## src/common/cfp_cfg.svh

```systemverilog
// Register map, field positions, reset values and timing counts of the fault flag block.
`ifndef CFP_CFG_SVH
`define CFP_CFG_SVH

// ****************************************
// Register map
// ****************************************
`define CFP_ADDR_CTRL  8'h00
`define CFP_ADDR_FLAG  8'h01
`define CFP_ADDR_STAT  8'h02
`define CFP_ADDR_LIM   8'h03

// ****************************************
// Control fields
// ****************************************
`define CFP_C_EN       0
`define CFP_C_DIS      3
`define CFP_C_WMSK     6
`define CFP_C_RMSK     7
`define CFP_C_SRST     8
`define CFP_C_WLVL     9
`define CFP_CTRL_W     10
`define CFP_CTRL_RST   10'h000
`define CFP_CTRL_WMASK 10'h2FF
`define CFP_LIM_RST    8'h00

// ****************************************
// Flag fields
// ****************************************
`define CFP_F_LIM      0
`define CFP_F_SHORT    3
`define CFP_F_WARN     6
`define CFP_F_STOP     7
`define CFP_F_HIGH     8
`define CFP_F_RST      9
`define CFP_FLAG_W     10
`define CFP_FLAG_RST   10'h000

// ****************************************
// Timing
// ****************************************
`define CFP_CLK_MHZ      40
`define CFP_T_SD_LIM_US  20
`define CFP_T_SU_LIM_US  64
`define CFP_T_FAULT_MS   1
`define CFP_CYC_SD_LIM   (`CFP_T_SD_LIM_US * `CFP_CLK_MHZ)
`define CFP_CYC_SU_LIM   (`CFP_T_SU_LIM_US * `CFP_CLK_MHZ)
`define CFP_CYC_FAULT    (`CFP_T_FAULT_MS * 1000 * `CFP_CLK_MHZ)

`endif

```

## src/common/cfp_pkg.sv

```systemverilog
// Types shared by the fault flag block.
package cfp_pkg;

	// ****************************************
	// State types
	// ****************************************
	typedef enum logic [2:0] {CH_OFF, CH_START, CH_RUN, CH_STOP, CH_FAULT} cfp_ch_e;
	typedef enum logic [1:0] {DEV_SHUTDOWN, DEV_STANDBY, DEV_ACTIVE} cfp_dev_e;

endpackage

```

## src/logic/cfp_top.sv

```systemverilog
// Fault, warning and shutdown flag logic for two step-down and one step-up converter.
`timescale 1ns/100ps
`include "cfp_cfg.svh"
module cfp_top #(
	parameter int unsigned CYC_FAULT = `CFP_CYC_FAULT
) (
	input  wire logic                 clk,
	input  wire logic                 rst,
	input  wire logic [7:0]           reg_addr,
	input  wire logic [15:0]          reg_wdata,
	input  wire logic                 reg_wr,
	input  wire logic                 reg_rd,
	output logic      [15:0]          reg_rdata,
	input  wire logic [1:0]           sd_peak_raw,
	input  wire logic                 su_peak_raw,
	input  wire logic [1:0]           sd_low_raw,
	input  wire logic                 su_low_raw,
	input  wire logic                 su_collapse_raw,
	input  wire logic                 hot_warn_raw,
	input  wire logic                 hot_stop_raw,
	input  wire logic                 input_high_raw,
	input  wire logic                 main_supply_ok_raw,
	input  wire logic [1:0]           sd_ramp,
	input  wire logic                 ecc_single,
	input  wire logic                 ecc_double,
	output logic                      irq_out_n,
	output logic      [2:0]           sw_en,
	output logic      [2:0]           pulldown_en,
	output logic                      gpo_force_low,
	output cfp_pkg::cfp_dev_e         dev_state,
	output logic      [5:0]           stepdown_peak_limit_sel,
	output logic      [1:0]           stepup_peak_limit_sel,
	output logic                      hot_warn_level_sel
);
	import cfp_pkg::*;

	// ****************************************
	// Input synchronisers
	// ****************************************
	logic [10:0]              s1_reg;
	logic [10:0]              s2_reg;
	wire  [10:0]              raw_in = {main_supply_ok_raw, input_high_raw, hot_stop_raw,
		hot_warn_raw, su_collapse_raw, su_low_raw, sd_low_raw, su_peak_raw, sd_peak_raw};

	always_ff @(posedge clk) begin
		if (rst) begin
			s1_reg <= 11'h000;
			s2_reg <= 11'h000;
		end else begin
			s1_reg <= raw_in;
			s2_reg <= s1_reg;
		end
	end

	wire  [2:0]               peak_live = s2_reg[2:0];
	wire  [2:0]               low_live  = s2_reg[5:3];
	wire                      collapse  = s2_reg[6];
	wire                      warn_live = s2_reg[7];
	wire                      stop_live = s2_reg[8];
	wire                      high_live = s2_reg[9];
	wire                      sup_ok    = s2_reg[10];

	// ****************************************
	// Register decode
	// ****************************************
	logic [`CFP_CTRL_W-1:0]   ctrl_reg;
	logic [`CFP_CTRL_W-1:0]   ctrl_next;
	logic [`CFP_FLAG_W-1:0]   flag_reg;
	logic [`CFP_FLAG_W-1:0]   flag_next;
	logic [7:0]               lim_reg;
	logic [7:0]               lim_next;
	logic [1:0]               ecc_reg;
	logic                     warn_d_reg;
	cfp_dev_e                 dev_reg;
	cfp_dev_e                 dev_next;
	logic [15:0]              rdata_next;
	logic [2:0]               short_set;
	logic [2:0]               lim_set;
	logic [2:0]               run_now;
	logic [2:0]               sw_next;
	logic [2:0]               pd_next;

	wire                      ctrl_wr = reg_wr & (reg_addr == `CFP_ADDR_CTRL);
	wire                      flag_wr = reg_wr & (reg_addr == `CFP_ADDR_FLAG);
	wire                      lim_wr  = reg_wr & (reg_addr == `CFP_ADDR_LIM);
	wire                      soft_rst = ctrl_wr & reg_wdata[`CFP_C_SRST];
	// Lockout and soft reset both take the control, flag and limit registers back to their defaults; soft reset leaves the reset flag set.
	wire                      clr_all = ~sup_ok | soft_rst;
	wire                      rst_evt = soft_rst | ((dev_reg == DEV_SHUTDOWN) & sup_ok);
	wire                      kill = ~sup_ok | high_live | stop_live;
	wire                      block = high_live | stop_live | flag_reg[`CFP_F_HIGH]
		| flag_reg[`CFP_F_STOP];
	wire [2:0]                ramp = {1'b0, sd_ramp};

	// ****************************************
	// Converter channels
	// ****************************************
	genvar i;
	generate
		for (i = 0; i < 3; i++) begin : g_ch
			localparam logic [11:0] LIMN = (i == 2) ? 12'(`CFP_CYC_SU_LIM)
				: 12'(`CFP_CYC_SD_LIM);
			cfp_ch_e              st_reg;
			cfp_ch_e              st_next;
			logic [15:0]          ft_reg;
			logic [15:0]          ft_next;
			logic [11:0]          lt_reg;
			logic [11:0]          lt_next;
			wire                  en_bit = ctrl_reg[`CFP_C_EN + i];
			wire                  en_ok = en_bit & ~block;
			wire                  ft_done = (ft_reg == 16'(CYC_FAULT - 1));
			wire                  colp = (i == 2) & collapse;
			// Limit timing only runs in steady regulation, never during start or a ramp.
			wire                  lim_on = peak_live[i] & (st_reg == CH_RUN) & ~ramp[i];
			wire                  ft_cnt = (st_reg == CH_START) | (st_reg == CH_STOP)
				| ((st_reg == CH_RUN) & low_live[i]);

			always_comb begin
				st_next = st_reg;
				case (st_reg)
					CH_OFF: begin
						if (en_ok) begin
							st_next = CH_START;
						end
					end
					CH_START: begin
						if (colp) begin
							st_next = CH_STOP;
						end else if (ft_done) begin
							st_next = low_live[i] ? CH_FAULT : CH_RUN;
						end
					end
					CH_RUN: begin
						if (colp) begin
							st_next = CH_STOP;
						end else if (ft_done) begin
							st_next = CH_FAULT;
						end
					end
					CH_STOP: begin
						if (ft_done) begin
							st_next = CH_FAULT;
						end
					end
					CH_FAULT: begin
						if (~flag_reg[`CFP_F_SHORT + i]) begin
							st_next = en_ok ? CH_START : CH_OFF;
						end
					end
					default: begin
						st_next = CH_OFF;
					end
				endcase
				if (kill || (!en_bit && st_reg != CH_FAULT)) begin
					st_next = CH_OFF;
				end
			end

			assign ft_next = (st_next != st_reg) ? 16'h0000
				: (ft_cnt ? ft_reg + 16'h0001 : 16'h0000);
			assign lt_next = lim_on ? ((lt_reg == LIMN) ? lt_reg : lt_reg + 12'h001)
				: 12'h000;
			assign lim_set[i] = lim_on & (lt_reg == LIMN - 12'h001);
			assign short_set[i] = (st_reg != CH_FAULT) & (st_next == CH_FAULT);
			assign run_now[i] = (st_reg != CH_OFF) & (st_reg != CH_FAULT);
			// Switching stops in STOP but the output is not discharged until the channel reaches OFF or FAULT.
			assign sw_next[i] = (st_next == CH_START) | (st_next == CH_RUN);
			assign pd_next[i] = ((st_next == CH_OFF) | (st_next == CH_FAULT))
				& (ctrl_next[`CFP_C_DIS + i] | ~sup_ok);

			always_ff @(posedge clk) begin
				if (rst) begin
					st_reg <= CH_OFF;
					ft_reg <= 16'h0000;
					lt_reg <= 12'h000;
				end else begin
					st_reg <= st_next;
					ft_reg <= ft_next;
					lt_reg <= lt_next;
				end
			end
		end
	endgenerate

	// Negative current limiting has no input here, so it can neither flag nor stop.

	// ****************************************
	// Flags and interrupt
	// ****************************************
	wire                      warn_rise = warn_live & ~warn_d_reg;
	wire [`CFP_FLAG_W-1:0]    flag_set = {rst_evt, high_live, stop_live, warn_rise,
		short_set, lim_set};
	// Live overvoltage and hot stop hold their flags against a clearing write.
	wire [`CFP_FLAG_W-1:0]    flag_clr = flag_wr ? (reg_wdata[`CFP_FLAG_W-1:0]
		& ~{1'b0, high_live, stop_live, 7'h00}) : `CFP_FLAG_RST;
	wire [`CFP_FLAG_W-1:0]    flag_mask = {ctrl_next[`CFP_C_RMSK], 2'b00,
		ctrl_next[`CFP_C_WMSK], 6'h00};

	// A flag set in the cycle of its clearing write stays set.
	assign flag_next = clr_all ? {rst_evt, 9'h000}
		: ((flag_reg & ~flag_clr) | flag_set);
	wire                      irq_next = ~|(flag_next & ~flag_mask);

	// ****************************************
	// Control registers
	// ****************************************
	always_comb begin
		ctrl_next = ctrl_reg;
		if (clr_all) begin
			ctrl_next = `CFP_CTRL_RST;
		end else if (ctrl_wr) begin
			ctrl_next = reg_wdata[`CFP_CTRL_W-1:0] & `CFP_CTRL_WMASK;
		end
		if (high_live | stop_live) begin
			ctrl_next[`CFP_C_EN +: 3] = 3'b000;
		end
	end

	assign lim_next = clr_all ? `CFP_LIM_RST : (lim_wr ? reg_wdata[7:0] : lim_reg);

	always_comb begin
		dev_next = DEV_STANDBY;
		if (!sup_ok) begin
			dev_next = DEV_SHUTDOWN;
		end else if (|sw_next) begin
			dev_next = DEV_ACTIVE;
		end
	end

	// ****************************************
	// Read data
	// ****************************************
	wire [15:0]               stat_word = {1'b0, dev_reg, ecc_reg,
		flag_reg[`CFP_F_SHORT + 2], |flag_reg[`CFP_F_SHORT +: 2], run_now,
		high_live, stop_live, warn_live, peak_live};

	always_comb begin
		case (reg_addr)
			`CFP_ADDR_CTRL: rdata_next = {6'h00, ctrl_reg};
			`CFP_ADDR_FLAG: rdata_next = {6'h00, flag_reg};
			`CFP_ADDR_STAT: rdata_next = stat_word;
			`CFP_ADDR_LIM:  rdata_next = {8'h00, lim_reg};
			default:        rdata_next = 16'h0000;
		endcase
	end

	// ****************************************
	// State registers
	// ****************************************
	always_ff @(posedge clk) begin
		if (rst) begin
			ctrl_reg   <= `CFP_CTRL_RST;
			flag_reg   <= `CFP_FLAG_RST;
			lim_reg    <= `CFP_LIM_RST;
			warn_d_reg <= 1'b0;
			dev_reg    <= DEV_SHUTDOWN;
		end else begin
			ctrl_reg   <= ctrl_next;
			flag_reg   <= flag_next;
			lim_reg    <= lim_next;
			warn_d_reg <= warn_live;
			dev_reg    <= dev_next;
		end
	end

	// Memory check results are kept until power-on reset so a lockout cannot hide them.
	always_ff @(posedge clk) begin
		if (rst) begin
			ecc_reg <= 2'b00;
		end else begin
			ecc_reg <= ecc_reg | {ecc_double, ecc_single};
		end
	end

	// ****************************************
	// Output registers
	// ****************************************
	always_ff @(posedge clk) begin
		if (rst) begin
			reg_rdata               <= 16'h0000;
			irq_out_n               <= 1'b1;
			sw_en                   <= 3'b000;
			pulldown_en             <= 3'b000;
			gpo_force_low           <= 1'b0;
			dev_state               <= DEV_SHUTDOWN;
			stepdown_peak_limit_sel <= 6'h00;
			stepup_peak_limit_sel   <= 2'h0;
			hot_warn_level_sel      <= 1'b0;
		end else begin
			reg_rdata               <= reg_rd ? rdata_next : 16'h0000;
			irq_out_n               <= irq_next;
			sw_en                   <= sw_next;
			pulldown_en             <= pd_next;
			gpo_force_low           <= high_live;
			dev_state               <= dev_next;
			stepdown_peak_limit_sel <= lim_next[5:0];
			stepup_peak_limit_sel   <= lim_next[7:6];
			hot_warn_level_sel      <= ctrl_next[`CFP_C_WLVL];
		end
	end

endmodule // cfp_top

```

## config.mk

```make
export PLATFORM = sky130hd
export DESIGN_NAME = cfp_top
export DESIGN_NICKNAME = d
export VERILOG_FILES = /design/src/common/cfp_pkg.sv /design/src/logic/cfp_top.sv
export VERILOG_INCLUDE_DIRS = /design/src /design/src/common
export SDC_FILE = /design/constraint.sdc
export NUM_CORES = 1
export LEC_CHECK = 0
export ABC_AREA = 1
export BUFFER_PORTS_ARGS = -buffer_cell sky130_fd_sc_hd__buf_2
export CAP_MARGIN = 5
export CORE_ASPECT_RATIO = 1.25
export CORE_MARGIN = 1
export CORE_UTILIZATION = 40
export CTS_CLUSTER_SIZE = 20
export DETAILED_ROUTE_END_ITERATION = 8
export SYNTH_ARGS = -nofsm -noshare
export SYNTH_HDL_FRONTEND = slang
export SYNTH_SLANG_ARGS = --single-unit
```

## constraint.sdc

```tcl
create_clock -name clk -period 2 [get_ports clk]
set_input_delay 0.4 -clock clk [delete_from_list [all_inputs] [get_ports clk]]
set_output_delay 0.4 -clock clk [all_outputs]
set_load 0.02 [all_outputs]
```

**After elaboration in Yosys (flattened, before gate mapping)**

Index checks and enable logic that the tools add are counted.
Widths: inputs -> output; s select.

- $add $sub $neg: 6
- Eq/ne operators: 39
- Mux-type cells: 34
- Bitwise logic cells: 71
- Reduce and logical (&&, ||, !) cells: 35

Operator list:

| kind | count |
|---|---|
| $mux 3 | 20 |
| $pmux 15 s4 | 1 |
| $add 16x1->16 const B | 3 |
| $eq 12x10->1 const B | 4 |
| $eq 16x16->1 const B | 3 |
| $mux 10 | 4 |
| $add 12x1->12 const B | 3 |
| $and 10x10->10 | 3 |
| $and 1x1->1 | 29 |
| $eq 3x2->1 const B | 9 |
| $eq 12x12->1 const B | 2 |
| $pmux 3 s4 | 2 |
| $or 1x1->1 | 22 |
| $not 10->10 | 2 |
| $eq 3x1->1 const B | 6 |
| $eq 3x3->1 const B | 6 |
| $logic_not 3->1 | 6 |
| $eq 8x2->1 const B | 2 |
| $mux 8 | 2 |
| $reduce_or 2->1 | 8 |
| $pmux 3 s5 | 1 |
| $reduce_or 3->1 | 5 |
| $not 1->1 | 12 |
| $not 9->10 | 1 |
| other kinds (14) | 29 |

- Bits in registers: 180
- Input bits: 43
- Output and inout bits: 35
- Logic and storage cells: 211

**Logic depth before layout (Yosys ltp)**

- Depth after elaboration: 16
- Gate-level depth with buffers: 16
- Gate-level depth less buffers: 15

**Worst setup path before layout**

OpenSTA, ideal clock, no wires.

- Kind: flip-flop to flip-flop
- From: reg g_ch[2].ft_reg[0]
- To: reg g_ch[2].ft_reg[4]
- Setup time: 62 ps
- Arrival: 1734 ps
- Data required time: 1938 ps
- Slack: 204 ps
- Cell stages (with the launch flop): 16
- Path buffers: 1
- Period minus slack after synthesis: 1796 ps
- Cell sequence: dfxtp_1 > ha_1 > nand3_1 > clkinv_1 > nand2_1 > nor2_1 > o21ai_0 > nand2_1 > nand2_1 > nand2_1 > nand2_1 > nand2_1 > nor2_1 > nand2_2 > buf_6 > nor2_2

- Cells in the longest elaborated chain, start to end: 7
- Elaborated cells between the ends (all ways): 10
- Those cells by class: add/sub: 1; eq/ne: 2; mux: 6; reduce/logical: 1

Ends and longest elaborated chain:

| what | line | RTL |
|---|---|---|
| start, declared | cfp_top.sv:105 | `logic [15:0] ft_reg;` |
| start signal, assigned | cfp_top.sv:178 | `ft_reg <= ft_next;` |
| $eq 16x16->1 | cfp_top.sv:111 | `wire ft_done = (ft_reg == 16'(CYC_FAULT - 1));` |
| $mux 3, on equally long branches | cfp_top.sv:136, cfp_top.sv:141, cfp_top.sv:129 |  |
| $mux 3, on equally long branches | cfp_top.sv:134, cfp_top.sv:127 |  |
| $pmux 3 s5 | cfp_top.sv:120 | `case (st_reg)` |
| $mux 3 | cfp_top.sv:154 | `if (kill \|\| (!en_bit && st_reg != CH_FAULT)) begin` |
| $ne 3x3->1 | cfp_top.sv:159 | `assign ft_next = (st_next != st_reg) ? 16'h0000` |
| $reduce_or 3->1 (no line) | -- |  |

Parallel ways exist; a longest one is shown, timed or not.
A chain may end at the register's enable or synchronous reset.

**Worst setup path after layout**

- From: reg g_ch[2].ft_reg[0]
- To: reg g_ch[2].ft_reg[14]

Same word-level chain as after synthesis.

==> results.json <==
{
  "track_usage_pct": 18.6,
  "worstSetupStartpointType": "flip-flop",
  "grt_pass1_vias": 6368,
  "finalHoldViolations": 0,
  "hpwl_um": 13500,
  "synth_top_area_cell": "dfxtp_1",
  "rsz0062_at_grt": "yes",
  "power_per_cell_area_nw_per_um2": 745,
  "fmax_mhz": 540,
  "cts_buffer_depth": 2,
  "synth_edf_count": 0,
  "wirelength_um": 17500,
  "fin_skew_ns": 0.0112,
  "drtAntennaViolNets": 0,
  "synthTopCellsByArea": "dfxtp_1, nand2_1, nor2_1",
  "die_area_um2": 19700,
  "vias": 6800,
  "cts_tree": "built",
  "fin_tns_setup_ns": 0,
  "path_max_fanout": 4,
  "h-tree-depth": 4,
  "power.leakage_nw": 3.68,
  "cts-buffers-inserted": 17,
  "place_congestion": 0.842,
  "synthTopCellsByCount": "nand2_1, nor2_1, dfxtp_1",
  "wl_per_cell_um": 12.3,
  "area_growth_syn_to_layout_pct": 20.0,
  "required_ns": 2.32,
  "crit_path_frequent_cell": "nand3_1",
  "fill_cells": 1882,
  "hold_path.class": "input pin to flip-flop",
  "cap_violations": 0,
  "crit_slowest_cell": "dfxtp_1",
  "num_rows": 56,
  "synth.avg_cell_area_um2": 7.19,
  "ir_drop_mv": 0.572,
  "synth.most_common_cell": "nand2_1",
  "ys_ff_latch": 170,
  "syn_nets": 1115,
  "io_pins": 78,
  "worst_setup_path_end_kind": "flip-flop",
  "cp_slowest_stage_delay_ns": 0.34,
  "cts_hold_buffers": 0,
  "nNetsFinal": 1226,
  "antenna_found_initial": 0,
  "grt-ovfl-total": 0,
  "worstSetupPathType": "flip-flop to flip-flop",
  "multi_input_area_um2": 3560,
  "ys.flop_type": "dfxtp_1",
  "grt_pass1_wl_um": 29000,
  "ys_seq_area_share_pct": 44.6,
  "ys_warn_count": 0,
  "syn_inst": 1063,
  "first_pass_iters": 7,
  "finalMaxSlewViolations": 0,
  "port_buffers": 70,
  "crit_buf_inv": 2,
  "final_area_um2": 9170,
  "clock_sinks": 170,
  "start_util_pct": 40.8,
  "setup_viol": 0,
  "async_flop_share_pct": 0,
  "period_share_pct": 92.7,
  "antenna-diode-count": 0,
  "synth_top_area_share_pct": 44.6,
  "regArea_um2": 3400,
  "drcViolationCount": 2,
  "ys_types": 45,
  "drt_iter0_markers": 437,
  "synth_area_um2": 7640,
  "die-height_um": 157,
  "grt_max_degree": 24,
  "layout-drive-gt1-share_pct": 18.0,
  "root_buffer": "clkbuf_16",
  "die_w_um": 126,
  "violations": "DRC",
  "worstPathArrival_ns": 2.17,
  "largest_register_ffs": 48,
  "worst_skew_pair.late_latency_ns": 0.43,
  "viasPerCell": 4.79,
  "outcome": "finished, violations left",
  "placed_area_um2": 8530,
  "period_minus_slack_ns": 1.85,
  "critical-path-top-delay-family": "simple AND/OR/NAND/NOR gates",
  "coreArea_um2": 18700,
  "path_cells": "ha_2, nand3_2, clkinv_1, nand2_1, nor3_1, nand3_1, nor2_1, nand3_1, xor2_1, inv_1, nor2_2",
  "clk_pin_slew_ns": 0.06
}
==> area by class of cell <==
type | count | share of cell area (%)
Timing Repair Buffer | 111 | 7.73
Multi-Input combinational cell | 707 | 38.8
Inverter | 167 | 6.84
Tap cell | 232 | 3.17
Clock buffer | 19 | 4.83
Clock inverter | 13 | 1.46
Sequential cell | 170 | 37.1
==> layout by cell type (no fill, tap or decap), types with 5 or more instances in the layout <==
master / n
nor3_1: 20
buf_2: 70
nand2_1: 201
xnor2_1: 10
o21ai_0: 17
nor2_1: 177
dfxtp_1: 169
buf_4: 37
nor2_2: 22
a21oi_1: 62
ha_1: 7
a31oi_1: 5
nand4_1: 25
o21ai_1: 6
clkbuf_16: 17
inv_2: 21
inv_1: 143
or2_2: 7
nand3_1: 62
xor2_1: 37
==> kinds of logic (layout without fill, tap and decap cells) <==
group                    count (synthesis)  count (layout)  synth area share (%)
AO/OA/AOI/OAI                          110             110                  8.19
XOR/XNOR                                47              47                  5.39
AND/OR/NAND/NOR                        540             540                  30.9
adder cells (fa/ha/maj)                  9               9                  1.47
other                                    1               1                0.0491
flip-flops                             170             170                  44.6
buffers and inverters                  186             310                  9.47
==> what timing repair did <==
action                     4_1_cts  5_1_grt
setup endpoints to repair        0       36
buffers inserted                 0        2
resized for setup                0       12
==> path summary, 6_finish.rpt <==
| kind | from | end | slack (ns) | cells after the start |
|---|---|---|---|---|
| worst max-delay path | g_ch[2].ft_reg[0] | g_ch[2].ft_reg[14] | 0.15 | 11 |
| worst min-delay path | sd_peak_raw[0] | s1_reg[0] | 0.18 | 3 |
| worst max register to register | g_ch[2].ft_reg[0] | g_ch[2].ft_reg[14] | 0.15 | 11 |
| worst min register to register | s1_reg[8] | s2_reg[8] | 0.41 | 2 |
==> worst register-to-register path: cells and delay by family, from the launching register on <==
family                     cells  cell delay [ns]
xor gates and xnor gates       1             0.15
DFF                            1             0.34
adders and majority gates      1             0.20
buffers and inverters          2             0.15
and+or+nand+nor                7             0.92
==> power breakdown <==
| part | leakage (nW) | total (mW) | switching (mW) | internal (mW) |
|---|---|---|---|---|
| Combinational | 2.03 | 0.177 | 0.111 | 0.0660 |
| Sequential | 1.38 | 3.43 | 0.0127 | 3.41 |
| Clock | 0.272 | 3.23 | 1.44 | 1.78 |
| Total | 3.68 | 6.83 | 1.57 | 5.26 |
==> routing by layer <==
metal / global-route usage (%) / up-vias / routed length, µm
met4: 7.38 / 0 / 323
met5: 0 / - / 0
li1: - / 3574 / -
met2: 33.5 / 103 / 8880
met3: 3.45 / 23 / 581
met1: 21.8 / 3100 / 7670
==> metrics by stage <==
stage	total power, mW	cells	utilization, %	hold slack [ns]	setup slack [ns]
detailed placement	3.68	1385	45.6	0.396	0.0479
global route	7.08	1419	49.0	0.183	-0.0124
global placement	3.68	1385	45.6	0.393	0.0488
CTS	6.91	1417	48.7	0.163	0.0656
finish	6.83	1419	49.0	0.176	0.147
floorplan	3.59	1063	-	0.388	0.204
(Power assumes the default switching activity.)
